**config.mk**
```make
export PLATFORM = sky130hd
export DESIGN_NAME = bls_bus_sizer
export DESIGN_NICKNAME = d
export VERILOG_FILES = /design/src/inc/bls_pkg.sv /design/src/verilog/bls_lane_mux.sv /design/src/verilog/bls_bus_sizer.sv
export SDC_FILE = /design/constraint.sdc
export NUM_CORES = 1
export LEC_CHECK = 0
export ABC_AREA = 1
export BUFFER_PORTS_ARGS = -buffer_cell sky130_fd_sc_hd__buf_2
export CORE_ASPECT_RATIO = 0.9
export CORE_MARGIN = 2
export CORE_UTILIZATION = 45
export CTS_BUF_LIST = sky130_fd_sc_hd__clkbuf_2
export CTS_CLUSTER_DIAMETER = 40
export DETAILED_ROUTE_END_ITERATION = 7
export PLACE_DENSITY = 0.75
export SYNTH_ARGS = -nofsm -noshare
export SYNTH_HDL_FRONTEND = slang
export SYNTH_HIERARCHICAL = 1
export SYNTH_SLANG_ARGS = --single-unit
```
**constraint.sdc**
```tcl
create_clock -name i_clk -period 22.9 [get_ports i_clk]
set_input_delay 2.29 -clock i_clk [delete_from_list [all_inputs] [get_ports i_clk]]
set_output_delay 2.29 -clock i_clk [all_outputs]
set_load 0.005 [all_outputs]
```
**src/inc/bls_pkg.sv**
```systemverilog
package bls_pkg;

    // ------------------------------------------------------------
    // Bus cycle states, Gray coded along the normal path
    // ------------------------------------------------------------
    typedef enum logic [1:0] {
        BLS_IDLE = 2'h0,
        BLS_ADDR = 2'h1,
        BLS_DATA = 2'h3,
        BLS_REL  = 2'h2
    } bls_state_t;

    // ------------------------------------------------------------
    // Transfer-size codes driven on xfer_size_hi/lo
    // ------------------------------------------------------------
    localparam logic [1:0] BLS_SIZE_BYTE  = 2'h1;
    localparam logic [1:0] BLS_SIZE_WORD  = 2'h2;
    localparam logic [1:0] BLS_SIZE_THREE = 2'h3;
    localparam logic [1:0] BLS_SIZE_LONG  = 2'h0;

    // ------------------------------------------------------------
    // Port width answers as {ack_hi_n, ack_lo_n}, active low
    // ------------------------------------------------------------
    localparam logic [1:0] BLS_ACK_32   = 2'h0;
    localparam logic [1:0] BLS_ACK_16   = 2'h1;
    localparam logic [1:0] BLS_ACK_8    = 2'h2;
    localparam logic [1:0] BLS_ACK_NONE = 2'h3;

    // ------------------------------------------------------------
    // Byte counts and alignment
    // ------------------------------------------------------------
    localparam logic [2:0] BLS_LONG_BYTES = 3'h4;
    localparam logic [2:0] BLS_WORD_BYTES = 3'h2;
    localparam logic [2:0] BLS_ONE_BYTE   = 3'h1;
    localparam logic [1:0] BLS_LONG_ALIGN = 2'h0;

endpackage

```
**src/verilog/bls_lane_mux.sv**
```systemverilog
`timescale 1ns/10ps
`default_nettype none

module bls_lane_mux
    import bls_pkg::*;
(
    // Write side: remaining operand bytes, most significant first
    input  wire logic [31:0] i_wbytes,
    input  wire logic [1:0]  i_offset,
    output logic      [31:0] o_wlanes,
    // Read side: bus lanes and first valid lane
    input  wire logic [31:0] i_rbus,
    input  wire logic [1:0]  i_rlane,
    output logic      [31:0] o_rshift
);

    // ------------------------------------------------------------
    // Helpers
    // ------------------------------------------------------------
    function automatic logic [7:0] opb(input logic [31:0] v,
                                       input logic [1:0]  k);
        opb = v[(8 * (3 - int'(k))) +: 8];
    endfunction

    // ------------------------------------------------------------
    // Write lanes
    // ------------------------------------------------------------
    // Bytes are replicated so that 8- and 16-bit ports on the upper
    // lanes see the same byte that a 32-bit port sees at its offset
    always_comb begin
        o_wlanes[31:24] = opb(i_wbytes, 2'h0);                 // RQ6
        o_wlanes[23:16] = i_offset[0] ? opb(i_wbytes, 2'h0)
                                      : opb(i_wbytes, 2'h1);   // RQ6
        case (i_offset)
            2'h0:    o_wlanes[15:8] = opb(i_wbytes, 2'h2);
            2'h1:    o_wlanes[15:8] = opb(i_wbytes, 2'h1);
            default: o_wlanes[15:8] = opb(i_wbytes, 2'h0);
        endcase
        o_wlanes[7:0] = opb(i_wbytes, 2'h3 - i_offset);
    end

    // ------------------------------------------------------------
    // Read lanes
    // ------------------------------------------------------------
    // First valid lane is moved to the top byte
    always_comb begin
        o_rshift = i_rbus << {i_rlane, 3'h0};
    end

endmodule

`default_nettype wire

```
**src/verilog/bls_bus_sizer.sv**
```systemverilog
// Behaviour
// [RQ1] Size lines carry bytes still to move
// [RQ2] Low address points at next MSB byte
// [RQ3] Port reports its width on acknowledges
// [RQ4] Narrow ports sit on upper lanes
// [RQ5] Any size, any alignment, split as needed
// [RQ6] Misaligned long word to word port: three cycles
// [RQ7] Wide ports get one strobe per lane
// [RQ8] Lanes decoded from size and address bits
// [RQ9] 32-bit upper lanes decode
// [RQ10] 32-bit lower lanes decode
// [RQ11] 16-bit lane decode from address bit zero
// [RQ12] 8-bit port may use either strobe
// [RQ13] Cachable reads return full port width
// [RQ14] Instruction fetches are long-word aligned
// [RQ15] Reads enable all lanes, writes decoded
// [RQ16] Mapped bank selects plus unmapped selects
// [RQ17] Mapped selects need bank and space match
// [RQ18] Selects combinational, active low, stateless
`timescale 1ns/10ps
`default_nettype none

module bls_bus_sizer
    import bls_pkg::*;
(
    // Clock and reset
    input  wire logic        i_clk,
    input  wire logic        i_reset,
    // Operand request
    input  wire logic        i_req,
    input  wire logic [1:0]  i_req_size,
    input  wire logic [31:0] i_req_addr,
    input  wire logic        i_req_write,
    input  wire logic        i_req_instr,
    input  wire logic [31:0] i_req_wdata,
    output logic             o_req_ready,
    output logic             o_done,
    output logic      [31:0] o_rdata,
    // Processor bus
    output logic      [31:0] o_addr,
    output logic             o_xfer_size_hi,
    output logic             o_xfer_size_lo,
    output logic             o_read_write,
    output logic             o_address_valid_strobe_n,
    output logic             o_data_phase_strobe_n,
    output logic      [31:0] o_data_out,
    output logic             o_data_oe,
    input  wire logic [31:0] i_data_in,
    input  wire logic        i_port_width_ack_hi_n,
    input  wire logic        i_port_width_ack_lo_n
);

    // ------------------------------------------------------------
    // State
    // ------------------------------------------------------------
    typedef struct packed {
        bls_state_t  st;
        logic [31:0] addr;
        logic [2:0]  remain;
        logic [2:0]  total;
        logic [2:0]  dcnt;
        logic        write;
        logic [31:0] wbuf;
        logic [31:0] rbuf;
        logic [31:0] dout;
        logic [31:0] rdata;
        logic        done;
        logic [1:0]  ack_s1;
        logic [1:0]  ack_s2;
        logic [31:0] din_s1;
        logic [31:0] din_s2;
    } bls_regs_t;

    localparam bls_regs_t BLS_REGS_RST = '{
        st:     BLS_IDLE,
        addr:   32'h0,
        remain: 3'h0,
        total:  3'h0,
        dcnt:   3'h0,
        write:  1'b0,
        wbuf:   32'h0,
        rbuf:   32'h0,
        dout:   32'h0,
        rdata:  32'h0,
        done:   1'b0,
        ack_s1: BLS_ACK_NONE,
        ack_s2: BLS_ACK_NONE,
        din_s1: 32'h0,
        din_s2: 32'h0
    };

    bls_regs_t   r_r;
    bls_regs_t   r_nxt;
    logic [31:0] wlanes;
    logic [31:0] rshift;
    logic [2:0]  avail;
    logic [2:0]  moved;
    logic [1:0]  rlane;

    // ------------------------------------------------------------
    // Helpers
    // ------------------------------------------------------------
    // Size code to byte count; code 00 means a full long word
    function automatic logic [2:0] size_bytes(input logic [1:0] code);
        size_bytes = (code == BLS_SIZE_LONG) ? BLS_LONG_BYTES
                                             : {1'b0, code};
    endfunction

    // Lanes the port can still take from the current offset
    function automatic logic [2:0] lane_avail(input logic [1:0] ack,
                                              input logic [1:0] off);
        case (ack)
            BLS_ACK_32: lane_avail = BLS_LONG_BYTES - {1'b0, off};
            BLS_ACK_16: lane_avail = BLS_WORD_BYTES - {2'h0, off[0]};
            default:    lane_avail = BLS_ONE_BYTE;
        endcase
    endfunction

    // First valid lane of the answering port
    function automatic logic [1:0] first_lane(input logic [1:0] ack,
                                              input logic [1:0] off);
        case (ack)
            BLS_ACK_32: first_lane = off;
            BLS_ACK_16: first_lane = {1'b0, off[0]};
            default:    first_lane = 2'h0;
        endcase
    endfunction

    // ------------------------------------------------------------
    // Lane multiplexer
    // ------------------------------------------------------------
    assign rlane = first_lane(r_r.ack_s2, r_r.addr[1:0]); // RQ4

    bls_lane_mux u_lane_mux (
        .i_wbytes (r_r.wbuf),
        .i_offset (r_r.addr[1:0]),
        .o_wlanes (wlanes),
        .i_rbus   (r_r.din_s2),
        .i_rlane  (rlane),
        .o_rshift (rshift)
    );

    // ------------------------------------------------------------
    // Next state
    // ------------------------------------------------------------
    // Bus data is synchronised alongside the acknowledges, so both
    // reach the second stage on the same edge
    always_comb begin
        r_nxt        = r_r;
        r_nxt.done   = 1'b0;
        r_nxt.ack_s1 = {i_port_width_ack_hi_n, i_port_width_ack_lo_n};
        r_nxt.ack_s2 = r_r.ack_s1;
        r_nxt.din_s1 = i_data_in;
        r_nxt.din_s2 = r_r.din_s1;
        avail = lane_avail(r_r.ack_s2, r_r.addr[1:0]);  // RQ3
        moved = (r_r.remain < avail) ? r_r.remain : avail; // RQ5
        case (r_r.st)
            BLS_IDLE: begin
                if (i_req) begin
                    if (i_req_instr) begin
                        r_nxt.addr   = {i_req_addr[31:2],
                                        BLS_LONG_ALIGN}; // RQ14
                        r_nxt.remain = BLS_LONG_BYTES;   // RQ14
                        r_nxt.write  = 1'b0;
                    end else begin
                        r_nxt.addr   = i_req_addr;
                        r_nxt.remain = size_bytes(i_req_size);
                        r_nxt.write  = i_req_write;
                    end
                    r_nxt.total = r_nxt.remain;
                    // Left-justify the operand: next byte on top
                    r_nxt.wbuf  = i_req_wdata <<
                                  {(BLS_LONG_BYTES - r_nxt.remain),
                                   3'h0};
                    r_nxt.rbuf  = 32'h0;
                    r_nxt.dcnt  = 3'h0;
                    r_nxt.st    = BLS_ADDR;
                end
            end
            BLS_ADDR: begin
                r_nxt.dout = wlanes; // RQ6
                r_nxt.st   = BLS_DATA;
            end
            BLS_DATA: begin
                // Stays here until the port answers; no timeout
                if (r_r.ack_s2 != BLS_ACK_NONE) begin
                    for (int i = 0; i < 4; i++) begin
                        if (i < int'(moved)) begin
                            r_nxt.rbuf[8 * (3 - ((int'(r_r.dcnt) + i)
                                       % 4)) +: 8] =
                                rshift[8 * (3 - i) +: 8];
                        end
                    end
                    r_nxt.wbuf   = r_r.wbuf << {moved, 3'h0};
                    r_nxt.addr   = r_r.addr + {29'h0, moved}; // RQ2
                    r_nxt.remain = r_r.remain - moved;        // RQ5
                    r_nxt.dcnt   = r_r.dcnt + moved;
                    r_nxt.st     = BLS_REL;
                end
            end
            BLS_REL: begin
                // Wait for the port to drop its answer before reuse
                if (r_r.ack_s2 == BLS_ACK_NONE) begin
                    if (r_r.remain == 3'h0) begin
                        r_nxt.rdata = r_r.rbuf >>
                                      {(BLS_LONG_BYTES - r_r.total),
                                       3'h0};
                        r_nxt.done  = 1'b1;
                        r_nxt.st    = BLS_IDLE;
                    end else begin
                        r_nxt.st = BLS_ADDR; // RQ5
                    end
                end
            end
            default: begin
                r_nxt.st = BLS_IDLE;
            end
        endcase
    end

    // ------------------------------------------------------------
    // Registers
    // ------------------------------------------------------------
    always_ff @(posedge i_clk or posedge i_reset) begin
        if (i_reset) begin
            r_r <= BLS_REGS_RST;
        end else begin
            r_r <= r_nxt;
        end
    end

    // ------------------------------------------------------------
    // Outputs
    // ------------------------------------------------------------
    // Strobes decode from Gray-coded state, so one bit changes except from REL to ADDR, where both do
    assign o_req_ready              = (r_r.st == BLS_IDLE);
    assign o_done                   = r_r.done;
    assign o_rdata                  = r_r.rdata;
    assign o_addr                   = r_r.addr;               // RQ2
    assign o_xfer_size_hi           = r_r.remain[1];          // RQ1
    assign o_xfer_size_lo           = r_r.remain[0];          // RQ1
    assign o_read_write             = ~r_r.write;
    assign o_address_valid_strobe_n = ~((r_r.st == BLS_ADDR) ||
                                        (r_r.st == BLS_DATA));
    assign o_data_phase_strobe_n    = ~(r_r.st == BLS_DATA);
    assign o_data_out               = r_r.dout;
    assign o_data_oe                = r_r.write &
                                      (r_r.st != BLS_IDLE);

endmodule

`default_nettype wire

```
After elaboration in Yosys (flattened, before gate mapping):

Index checks and enable logic that the tools add are counted.
W data, S select, Z words.

* bits in writable memories: 0
* memory bits (read-only): 0
* register bits after elaboration: 241
* memories: 0
* bits in latches: 0
* logic and storage cells: 122
* output and inout port bits: 104

* magnitude comparators: 5
* $mul: 0
* eq/ne operators: 10
* mux-type cells: 37
* reduce and logical (&&, ||, !) cells: 15
* bitwise logic cells: 7
* add/subtract/negate cells: 20
* divide/modulo/power cells: 0
* shift operators: 13

Operators with widths (number)
* $mux W32: 10
* $shift A8 B33 Y32 const A: 4
* $shiftx A8 B33 Y32: 4
* $bwmux W32: 4
* $pmux W64 S2: 1
* $mux W108: 1
* $neg A7 Y33: 3
* $mux W35: 2
* $pmux W35 S2: 1
* $mux W64: 1
* $shl A32 B6 Y32: 2
* $mux W37: 1
* $neg A6 Y33: 1
* $add A32 B3 Y32: 1
* $shiftx A32 B32 Y8: 1
* $shl A32 B5 Y32: 1
* $shr A32 B6 Y32: 1
* $pmux W8 S2: 1
* $pmux W3 S2: 2
* $sub A3 B3 Y4 const A: 3
* $mux W3: 3
* $reduce_and A3 Y1: 3
* $logic_not A2 Y1: 4
* $mux W8: 1
* other kinds (28): 51

Depth between registers and ports, before layout:

Gate-level depths: netlist (run 1).

* word-level depth: 20
* mapped depth: 26
* mapped depth without buffers: 25

By module:

The synthesis (run 1) kept the hierarchy.

By module, submodules not included
* bls_bus_sizer: instances 1, area an instance 14624.0 sq um, cells an instance 1984, sequential area each 6010.8 sq um
* bls_lane_mux: instances 1, area an instance 1341.3 sq um, cells an instance 304, sequential area each 0.0 sq um

Least setup slack after synthesis (run 1):

OpenSTA, ideal clock, no wires.

* path type: in2reg
* start point: input port i_req_size[0]
* end point: register r_r[196] in the netlist's numbering
* cell stages on the path: 12
* arrival: 4090 ps
* slack: 18680 ps
* buffers on the path: 3
* cells stage by stage: inv_1 > nor2_2 > inv_1 > clkbuf_1 > ha_1 > clkbuf_1 > inv_1 > clkbuf_1 > o21ai_0 > nor2_1 > a31oi_1 > a31oi_1

* cells in the longest elaborated chain, start to end: 9

RTL lines
* start: declaration: RTL line bls_bus_sizer.sv:31 `input wire logic [1:0] i_req_size,`
* $logic_not A2 Y1: RTL line bls_bus_sizer.sv:105 `size_bytes = (code == BLS_SIZE_LONG) ? BLS_LONG_BYTES`
* $mux W3 (*): RTL line bls_bus_sizer.sv:105
* $mux W5 (*): RTL line bls_bus_sizer.sv:160 `if (i_req_instr) begin`
* $mux W35 (*): RTL line bls_bus_sizer.sv:159 `if (i_req) begin`
* $mux W35 (*): RTL line bls_bus_sizer.sv:157 `case (r_r.st)`
* $sub A3 B3 Y3 (*): RTL line bls_bus_sizer.sv:173 `{(BLS_LONG_BYTES - r_nxt.remain),`
* $shl A32 B6 Y32 (*): RTL line bls_bus_sizer.sv:172 `r_nxt.wbuf = i_req_wdata <<`
* $mux W108 (*): RTL line bls_bus_sizer.sv:159
* $pmux W64 S2 (*): RTL line bls_bus_sizer.sv:157
* end signal: assignment: RTL line bls_bus_sizer.sv:228 `r_r <= r_nxt;`
* end: declaration: RTL line bls_bus_sizer.sv:92 `bls_regs_t r_r;`

Every way passes the cells marked *; elsewhere a longest branch is shown, timed or not. The select of a mux whose other input is x is not followed.
A chain may end at the register's enable or synchronous reset.

Worst setup path in the final report (run 1):

* start point: register r_r, in the netlist o_addr[0]
* end point: register r_r, in the netlist o_addr[24]

* cells in the longest elaborated chain, start to end: 7
* elaborated cells between the ends (all ways): 8
* those cells by class: add/sub: 3; order compare: 1; mux: 4

RTL lines
* $sub A3 B2 Y3 / $sub A2 B1 Y3 (equally long branches): RTL line bls_bus_sizer.sv:113, bls_bus_sizer.sv:114
* $pmux W3 S2: RTL line bls_bus_sizer.sv:112 `case (ack)`
* $lt A3 B3 Y1: RTL line bls_bus_sizer.sv:156 `moved = (r_r.remain < avail) ? r_r.remain : avail;`
* $mux W3: RTL line bls_bus_sizer.sv:156
* $add A32 B3 Y32 (*): RTL line bls_bus_sizer.sv:195 `r_nxt.addr = r_r.addr + {29'h0, moved};`
* $mux W37 (*): RTL line bls_bus_sizer.sv:186 `if (r_r.ack_s2 != BLS_ACK_NONE) begin`
* $pmux W35 S2 (*): RTL line bls_bus_sizer.sv:157

Marked as above.

==> results of run 1 <==
==> Yosys cell counts (10+ instances only) <==
| master | count | area share, % |
|---|---|---|
| nand2_1 | 681 | 16 |
| dfrtp_1 | 236 | 37 |
| inv_1 | 235 | 5.5 |
| nor2_1 | 215 | 5.1 |
| o21ai_0 | 169 | 5.3 |
| nand3_1 | 128 | 4.0 |
| buf_4 | 120 | 5.6 |
| nand4_1 | 61 | 2.4 |
| a21oi_1 | 58 | 1.8 |
| clkbuf_1 | 56 | 1.3 |
| mux2_2 | 32 | 2.3 |
| buf_2 | 30 | 0.94 |
| nor3_1 | 25 | 0.78 |
| ha_1 | 21 | 1.6 |
| a31oi_1 | 20 | 0.78 |
| o211ai_1 | 20 | 0.94 |
| o22ai_1 | 19 | 0.74 |
| a22oi_1 | 16 | 0.75 |
| o31ai_1 | 16 | 0.75 |
| clkinv_1 | 12 | 0.28 |
| o21ai_1 | 10 | 0.31 |
==> routing by layer <==
metal	up-vias	part of all wire, %
met5	-	0
met4	0	2.2
met3	79	10
met2	762	41
met1	7111	47
li1	7471	-
==> flip-flops by register name (all words and copies together), names as in the netlist <==
| name | count |
|---|---|
| o_data_out | 32 |
| r_r | 107 |
| o_done | 1 |
| r_nxt | 34 |
| o_rdata | 32 |
| o_xfer_size_hi | 1 |
| o_addr | 32 |
| o_xfer_size_lo | 1 |
==> critical path, delay by kind of cell (launching register included) <==
kind | cells | cell delay (ns)
AO/OA/AOI/OAI | 2 | 0.41
adder cells (fa/ha/maj) | 3 | 0.80
buffers and inverters | 4 | 1.02
flip-flops | 1 | 0.39
AND/OR/NAND/NOR | 15 | 2.09
==> cell families after synthesis <==
| family | count (synthesis) | share of synthesized area [%] |
|---|---|---|
| buffers and inverters | 481 | 14.8 |
| adder cells (fa/ha/maj) | 22 | 1.77 |
| flip-flops | 240 | 37.6 |
| AND/OR/NAND/NOR | 1155 | 30.5 |
| XOR/XNOR | 13 | 0.713 |
| multiplexers | 32 | 2.26 |
| AO/OA/AOI/OAI | 345 | 12.3 |
==> report_power, final <==
group	switching, mW	internal [mW]
clock network	0.185	0.147
logic	0.943	0.447
registers	0.140	0.559
total	1.27	1.15
==> final timing paths <==
kind                       depth (start not counted)          end       from  slack (ns)
setup / recovery                                  24   o_addr[24]  o_addr[0]       18.14
hold / removal                                     0       r_r[3]   r_nxt[3]        0.31
setup reg to reg                                  24   o_addr[24]  o_addr[0]       18.14
hold reg to reg                                    0       r_r[3]   r_nxt[3]        0.31
max in group asynchronous                          4  o_rdata[21]    i_reset       19.17
min in group asynchronous                          2    o_addr[5]    i_reset        1.49
==> through the flow <==
step | instance area [µm²] | instances | utilization [%]
finish | 17000 | 2880 | 48.7
global route | 17000 | 2879 | 48.7
CTS | 17000 | 2878 | 48.6
detailed placement | 16400 | 2760 | 46.8
global placement | 16400 | 2760 | 46.8
floorplan | 16000 | 2288 | -
==> final cells by class <==
type                    instances  area [µm²]  share of cell area, %
clock buffers                  97         485                   2.85
diodes                          2        5.00                 0.0294
well taps                     469         587                   3.45
multi-input cells            1567        7610                   44.7
clock inverters                21         164                  0.963
inverters                     258         981                   5.76
repair buffers                226        1180                   6.91
flip-flops and latches        240        6010                   35.3
==> impl_results.md, run 1 <==
- Max_cap viols: 0
- Pre-CTS WS: 17.48 ns
- Sequential area share after synthesis: 37.6%
- Starting DRT DRC Count: 1782
- Clk sinks: 240
- Pwr Total: 2.42 mW
- Max incr delay on CP: 0.63 ns
- Vias: 15400
- GR Util met1: 39.7%
- Synth async-reset ratio: 100%
- Clock Pin Slew Worst Setup and Hold Paths: 0.09 ns
- Commonest register cell after synthesis: dfrtp_1
- CP endpoint kind: flop
- Syn_nets: 2415
- Ys Warns: 6
- Most common cell after layout, fill and taps aside: nand2_1
- Clock buffer depth: 3
- Vias in the first global route: 14300
- Achievable Freq: 0.210 GHz
- CP Cell Sequence: buf_4, nand2_1, nand2_1, nor2_1, inv_1, ha_1, nand2_1, inv_1, nand2_2, nand2_2, nand2_2, nand2_4, inv_1, ha_1, fa_1, nand2_1, a21oi_1, nand2_1, nor2_1, nand4_1, nor2_1, or2_2, nand3_1, a21oi_1
- Commonest cells after routing, fill and taps aside: nand2_1 (681), dfrtp_1 (236), inv_1 (234)
- DRT Pass-1 Iters: 6
- Worst-path maximum fanout: 59
- Cell leakage power: 8.95 nW
- CTS tree: built
- Die area: 37000 µm²
- Slew of the pin with the lowest slew margin: 1.06 ns
- Post-synthesis instance total: 2288
- Hold slack: 0.312 ns
- GR Util met2: 37.7%
- Largest net degree at the start of global routing: 100
- Setup_tns: 0 ns
- Post-CTS Hold Buffers: 0
- Routed WL: 48900 µm
- Maximum vdd drop: 0.0909 mV
- Fillers: 3622
- Period utilization: 20.8%
- Nets: 2487
- Post-Syn Area: 16000 µm²
- RePlAce Congestion: 0.999
- Number of vias per cell: 5.36
- Fin crit period: 4.76 ns
- Crit Path Category: reg -> reg
- DR WL/cell: 17.0 µm
- Antenna-violating nets left: 0
- Power Density: 142 nW/µm²
- Clk root buf: clkbuf_2
- Worst-skew pair later-pin latency: 0.95 ns
- Initial antenna violation count: 2
- Post-synth EDFFs: 0
- Post-CTS Setup Inserts: 0
- Die H: 183 µm
- Initial cell density of the core: 45.7%
- Die X: 203 µm
- Final HPWL DP: 35300 µm
- Most Crowded Layer GR: met1
- Layout cells sized above 1: 17.1%
- Most frequent CP cell: nand2_1
- Skew final: 0.0786 ns
- First-pass GRT wire length: 77900 µm
- Min-Delay Path Class: reg -> reg
- I/O pin total: 209
- Area Overhead vs Synth: 6.58%
- Worst EP required: 23.74 ns
- Total GRT Usage: 26.4%
- Final setup violation count: 0
- Drt drc: 0
- #FFs+latches synth: 240
- RSZ-0062 raised after global routing: no
- # port buffers: 208
- Status: finished, final reports clean
- Aggregate global routing overflow: 0
- Met3 Use GR: 5.46%
- Max transition margin: 29.5%
- CTS Buf Count: 67
- Slowest CP cell: inv_1
- Max Slew Vio Count: 0
- H-tree depth: 3
- Crit path launch type: flop
- Core area: 35000 µm²
- Row count: 65
- Arr. time, crit path: 5.60 ns
- Synth cell types: 47
- Post-layout worst setup margin: 18.14 ns
- Post-CTS sizing: 0
- Syn Area/Cell: 6.98 µm²
- Final Hold Violating Endpoints: 0
(Power assumes the default switching activity.)
==> inputs of run 2 (changes only) <==
ABC_AREA = 0   (was 1)
PLACE_DENSITY = 0.78   (was 0.75)
clock period = 4 ns   (was 22.9 ns; I/O delays follow)
==> run 2 against run 1 <==
  * Total power rose to 4.7 times the previous value
  * Largest cell class unchanged
  * Setup slack lost 18 ns
  * Synthesized cell count fell by 32%
  * Sequential share of layout area increased by 0.72 points
  * Cell area down 2.0%
  * Routed wire length shrank 11%
  * Clock power rose to 4.6 times the previous value
  * Clock-buffer cell count down 20
  * Hold slack worse by 0.21 ns
  * Clock skew down 0.045 ns
  * Global-route usage is 1.1 points lower
  * Register-to-register slack lost 18 ns
==> impl_results.md, run 2 <==
- Die X: 194 µm (-4.3%)
- Period utilization: 94.4% (+74 points)
- Post-synth EDFFs: 0 (unchanged)
- CP endpoint kind: flop
- Nets: 1876 (-25%)
- Worst EP required: 4.73 ns (-19.01 ns)
- I/O pin total: 209 (unchanged)
- Synth area leader: dfrtp_1
- RePlAce Congestion: 0.913 (-8.6%)
- Clk root buf: clkbuf_2
- Clock Pin Slew Worst Setup and Hold Paths: 0.12 ns (+0.03 ns)
- H-tree depth: 2 (-1)
- First-pass GRT wire length: 69800 µm (-10%)
- Max_cap viols: 0 (unchanged)
- Max FFs per register: 107 (unchanged)
- Post-synth top area share: 40.4% (+3.4 points)
- Clock buffer depth: 3 (unchanged)
- CTS tree: built
- Ys Warns: 6 (unchanged)
- Routed WL: 43400 µm (-11%)
- DR WL/cell: 19.6 µm (+16%)
- Cell leakage power: 7.42 nW (-17%)
- Fin crit period: 3.78 ns (-0.985 ns)
- Clk sinks: 240 (unchanged)
- Aggregate global routing overflow: 0 (unchanged)
- Fillers: 2931 (-19%)
- Reg with most FFs: r_r
- Achievable Freq: 0.265 GHz (+26%)
- #FFs+latches synth: 240 (unchanged)
- Final HPWL DP: 30300 µm (-14%)
- Min-Delay Path Class: in -> reg
- Setup_tns: 0 ns (unchanged)
- Core area: 32000 µm² (-8.6%)
- Synth Area in XOR/XNOR: 0.360% (-0.35 points)
- Status: finished, final reports clean
- Syn Area/Cell: 9.34 µm² (+34%)
- Sequential area share after synthesis: 41.1% (+3.5 points)
- Adder-cell share of the synthesized area: 1.94% (+0.16 points)
- Arr. time, crit path: 4.51 ns (-1.09 ns)
- Vias: 13000 (-16%)
- Final Instance Area: 16700 µm² (-2.0%)
- Number of vias per cell: 5.88 (+9.7%)
- Post-Syn Area: 14600 µm² (-8.5%)
- Row count: 62 (-4.6%)
- Antenna-violating nets left: 0 (unchanged)
- Layout cells sized above 1: 24.5% (+7.4 points)
- Max transition margin: 37.7% (+8.2 points)
- Commonest register cell after synthesis: dfrtp_1
- Simple-Gate Fraction of Synth Area: 12.2% (-18 points)
- Max Slew Vio Count: 0 (unchanged)
- Final Hold Violating Endpoints: 0 (unchanged)
- DRT Pass-1 Iters: 6 (unchanged)
- Post-synthesis mux area share: 10.8% (+8.6 points)
- Pre-CTS WS: 0.142 ns (-17.34 ns)
- Synth cell types: 67 (+43%)
- Most common cell after layout, fill and taps aside: dfrtp_1
- Worst-path maximum fanout: 3 (-95%)
- Vias in the first global route: 12800 (-11%)
- Post-synthesis instance total: 1565 (-32%)
- Total GRT Usage: 25.3% (-1.1 points)
- Commonest cells post-synth: dfrtp_1 (236), nand2_1 (165), o21ai_0 (126)
- Slew of the pin with the lowest slew margin: 0.927 ns (-0.131 ns)
- Pwr Total: 11.5 mW (+370%)
- Placed Area: 15200 µm² (-6.9%)
- Largest net degree at the start of global routing: 99 (-1.0%)
- Main combinational cell family by area after synthesis: compound AO/OA/AOI/OAI gates
- Crit Path Category: reg -> reg
- Post-CTS Setup Inserts: 0 (unchanged)
- Power Density: 688 nW/µm² (+380%)
- Post-layout worst setup margin: 0.224 ns (-17.91 ns)
- Area Overhead vs Synth: 14.2%
- Synth async-reset ratio: 100% (unchanged)
- # port buffers: 208 (unchanged)
- Maximum vdd drop: 0.340 mV (+270%)
- Crit path launch type: flop
- Hold slack: 0.0980 ns (-0.214 ns)
- Skew final: 0.0334 ns (-0.0452 ns)
- Count leader, synth: dfrtp_1
- Synth area leaders: dfrtp_1 (40%), buf_4 (5.5%), mux2_2 (4.6%)
- Post-synthesis compound-gate area fraction: 24.1% (+12 points)
- Starting DRT DRC Count: 1031 (-42%)
- Commonest cells after routing, fill and taps aside: dfrtp_1 (235), buf_2 (208), nand2_1 (165)
- Final setup violation count: 0 (unchanged)
- Initial cell density of the core: 45.7% (+0.060 points)
- Syn_nets: 1692 (-30%)
- Initial antenna violation count: 2 (unchanged)
- Die H: 175 µm (-4.2%)
- Drt drc: 0 (unchanged)
- Worst-skew pair later-pin latency: 0.89 ns (-0.06 ns)
- CTS Buf Count: 59 (-12%)
- Die area: 33900 µm² (-8.3%)
==> run 2: cells by family after synthesis <==
| group | count (synthesis) |
|---|---|
| AO/OA/AOI/OAI | 537 |
| multiplexers | 137 |
| flip-flops | 240 |
| adder cells (fa/ha/maj) | 22 |
| XOR/XNOR | 6 |
| buffers and inverters | 237 |
| AND/OR/NAND/NOR | 386 |
==> run 2: layout make-up <==
type | instances | area [µm²] | share of cell area (%)
repair buffers | 333 | 2230 | 13.4
clock buffers | 77 | 385 | 2.31
flip-flops and latches | 240 | 6010 | 36.0
well taps | 416 | 520 | 3.12
clock inverters | 26 | 108 | 0.645
inverters | 27 | 108 | 0.645
diodes | 2 | 5.00 | 0.0300
multi-input cells | 1088 | 7310 | 43.8
==> run 2: metrics by stage <==
step / std cells / utilization [%]
finish: 2209 / 52.2
global route: 2209 / 52.2
CTS: 2207 / 52.0
detailed placement: 2014 / 47.7
global placement: 2014 / 47.7
floorplan: 1565 / -
==> run 2: layer usage <==
| layer | routed length [µm] | up-vias | track usage [%] |
|---|---|---|---|
| met1 | 19900 | 6206 | 37.3 |
| met4 | 970 | 0 | 7.51 |
| met3 | 3860 | 97 | 5.69 |
| li1 | - | 6011 | - |
| met2 | 18600 | 664 | 36.9 |
| met5 | 0 | - | 0.997 |
==> run 2: worst paths after layout <==
check | startpoint | end | slack (ns) | depth (start not counted)
min in group asynchronous | i_reset | r_r[152] | 0.12 | 3
worst min-delay path | i_req_instr | r_r[203] | 0.1 | 4
worst min register to register | r_nxt[2] | r_r[2] | 0.34 | 0
worst max-delay path | o_addr[0] | o_addr[26] | 0.22 | 18
worst max register to register | o_addr[0] | o_addr[26] | 0.22 | 18
max in group asynchronous | i_reset | r_r[65] | 2.90 | 4
==> run 2: worst max-delay path, cell delays in order (launching register included) <==
cell,delay (ns)
dfrtp_2,0.39
inv_1,0.10
ha_4,0.29
nand2b_1,0.08
a21oi_2,0.17
inv_1,0.10
ha_1,0.31
o21ai_2,0.17
a21oi_1,0.09
or2_2,0.31
inv_4,0.06
ha_2,0.19
fa_2,0.24
a21o_1,0.14
nand4b_1,0.17
or3_4,0.43
o21a_1,0.19
o21ai_1,0.11
o21ai_0,0.10
==> run 2: report_power, final <==
group	internal, mW	total (mW)	switching, mW
registers	3.09	3.85	0.756
logic	2.54	6.10	3.57
clock network	0.533	1.53	0.997
total	6.16	11.5	5.32
==> run 2: repair_timing <==
item / CTS / global route
hold endpoints to repair: 144 / 0
hold buffers: 90 / 0
setup endpoints to repair: 0 / 22
resized for setup: 0 / 12
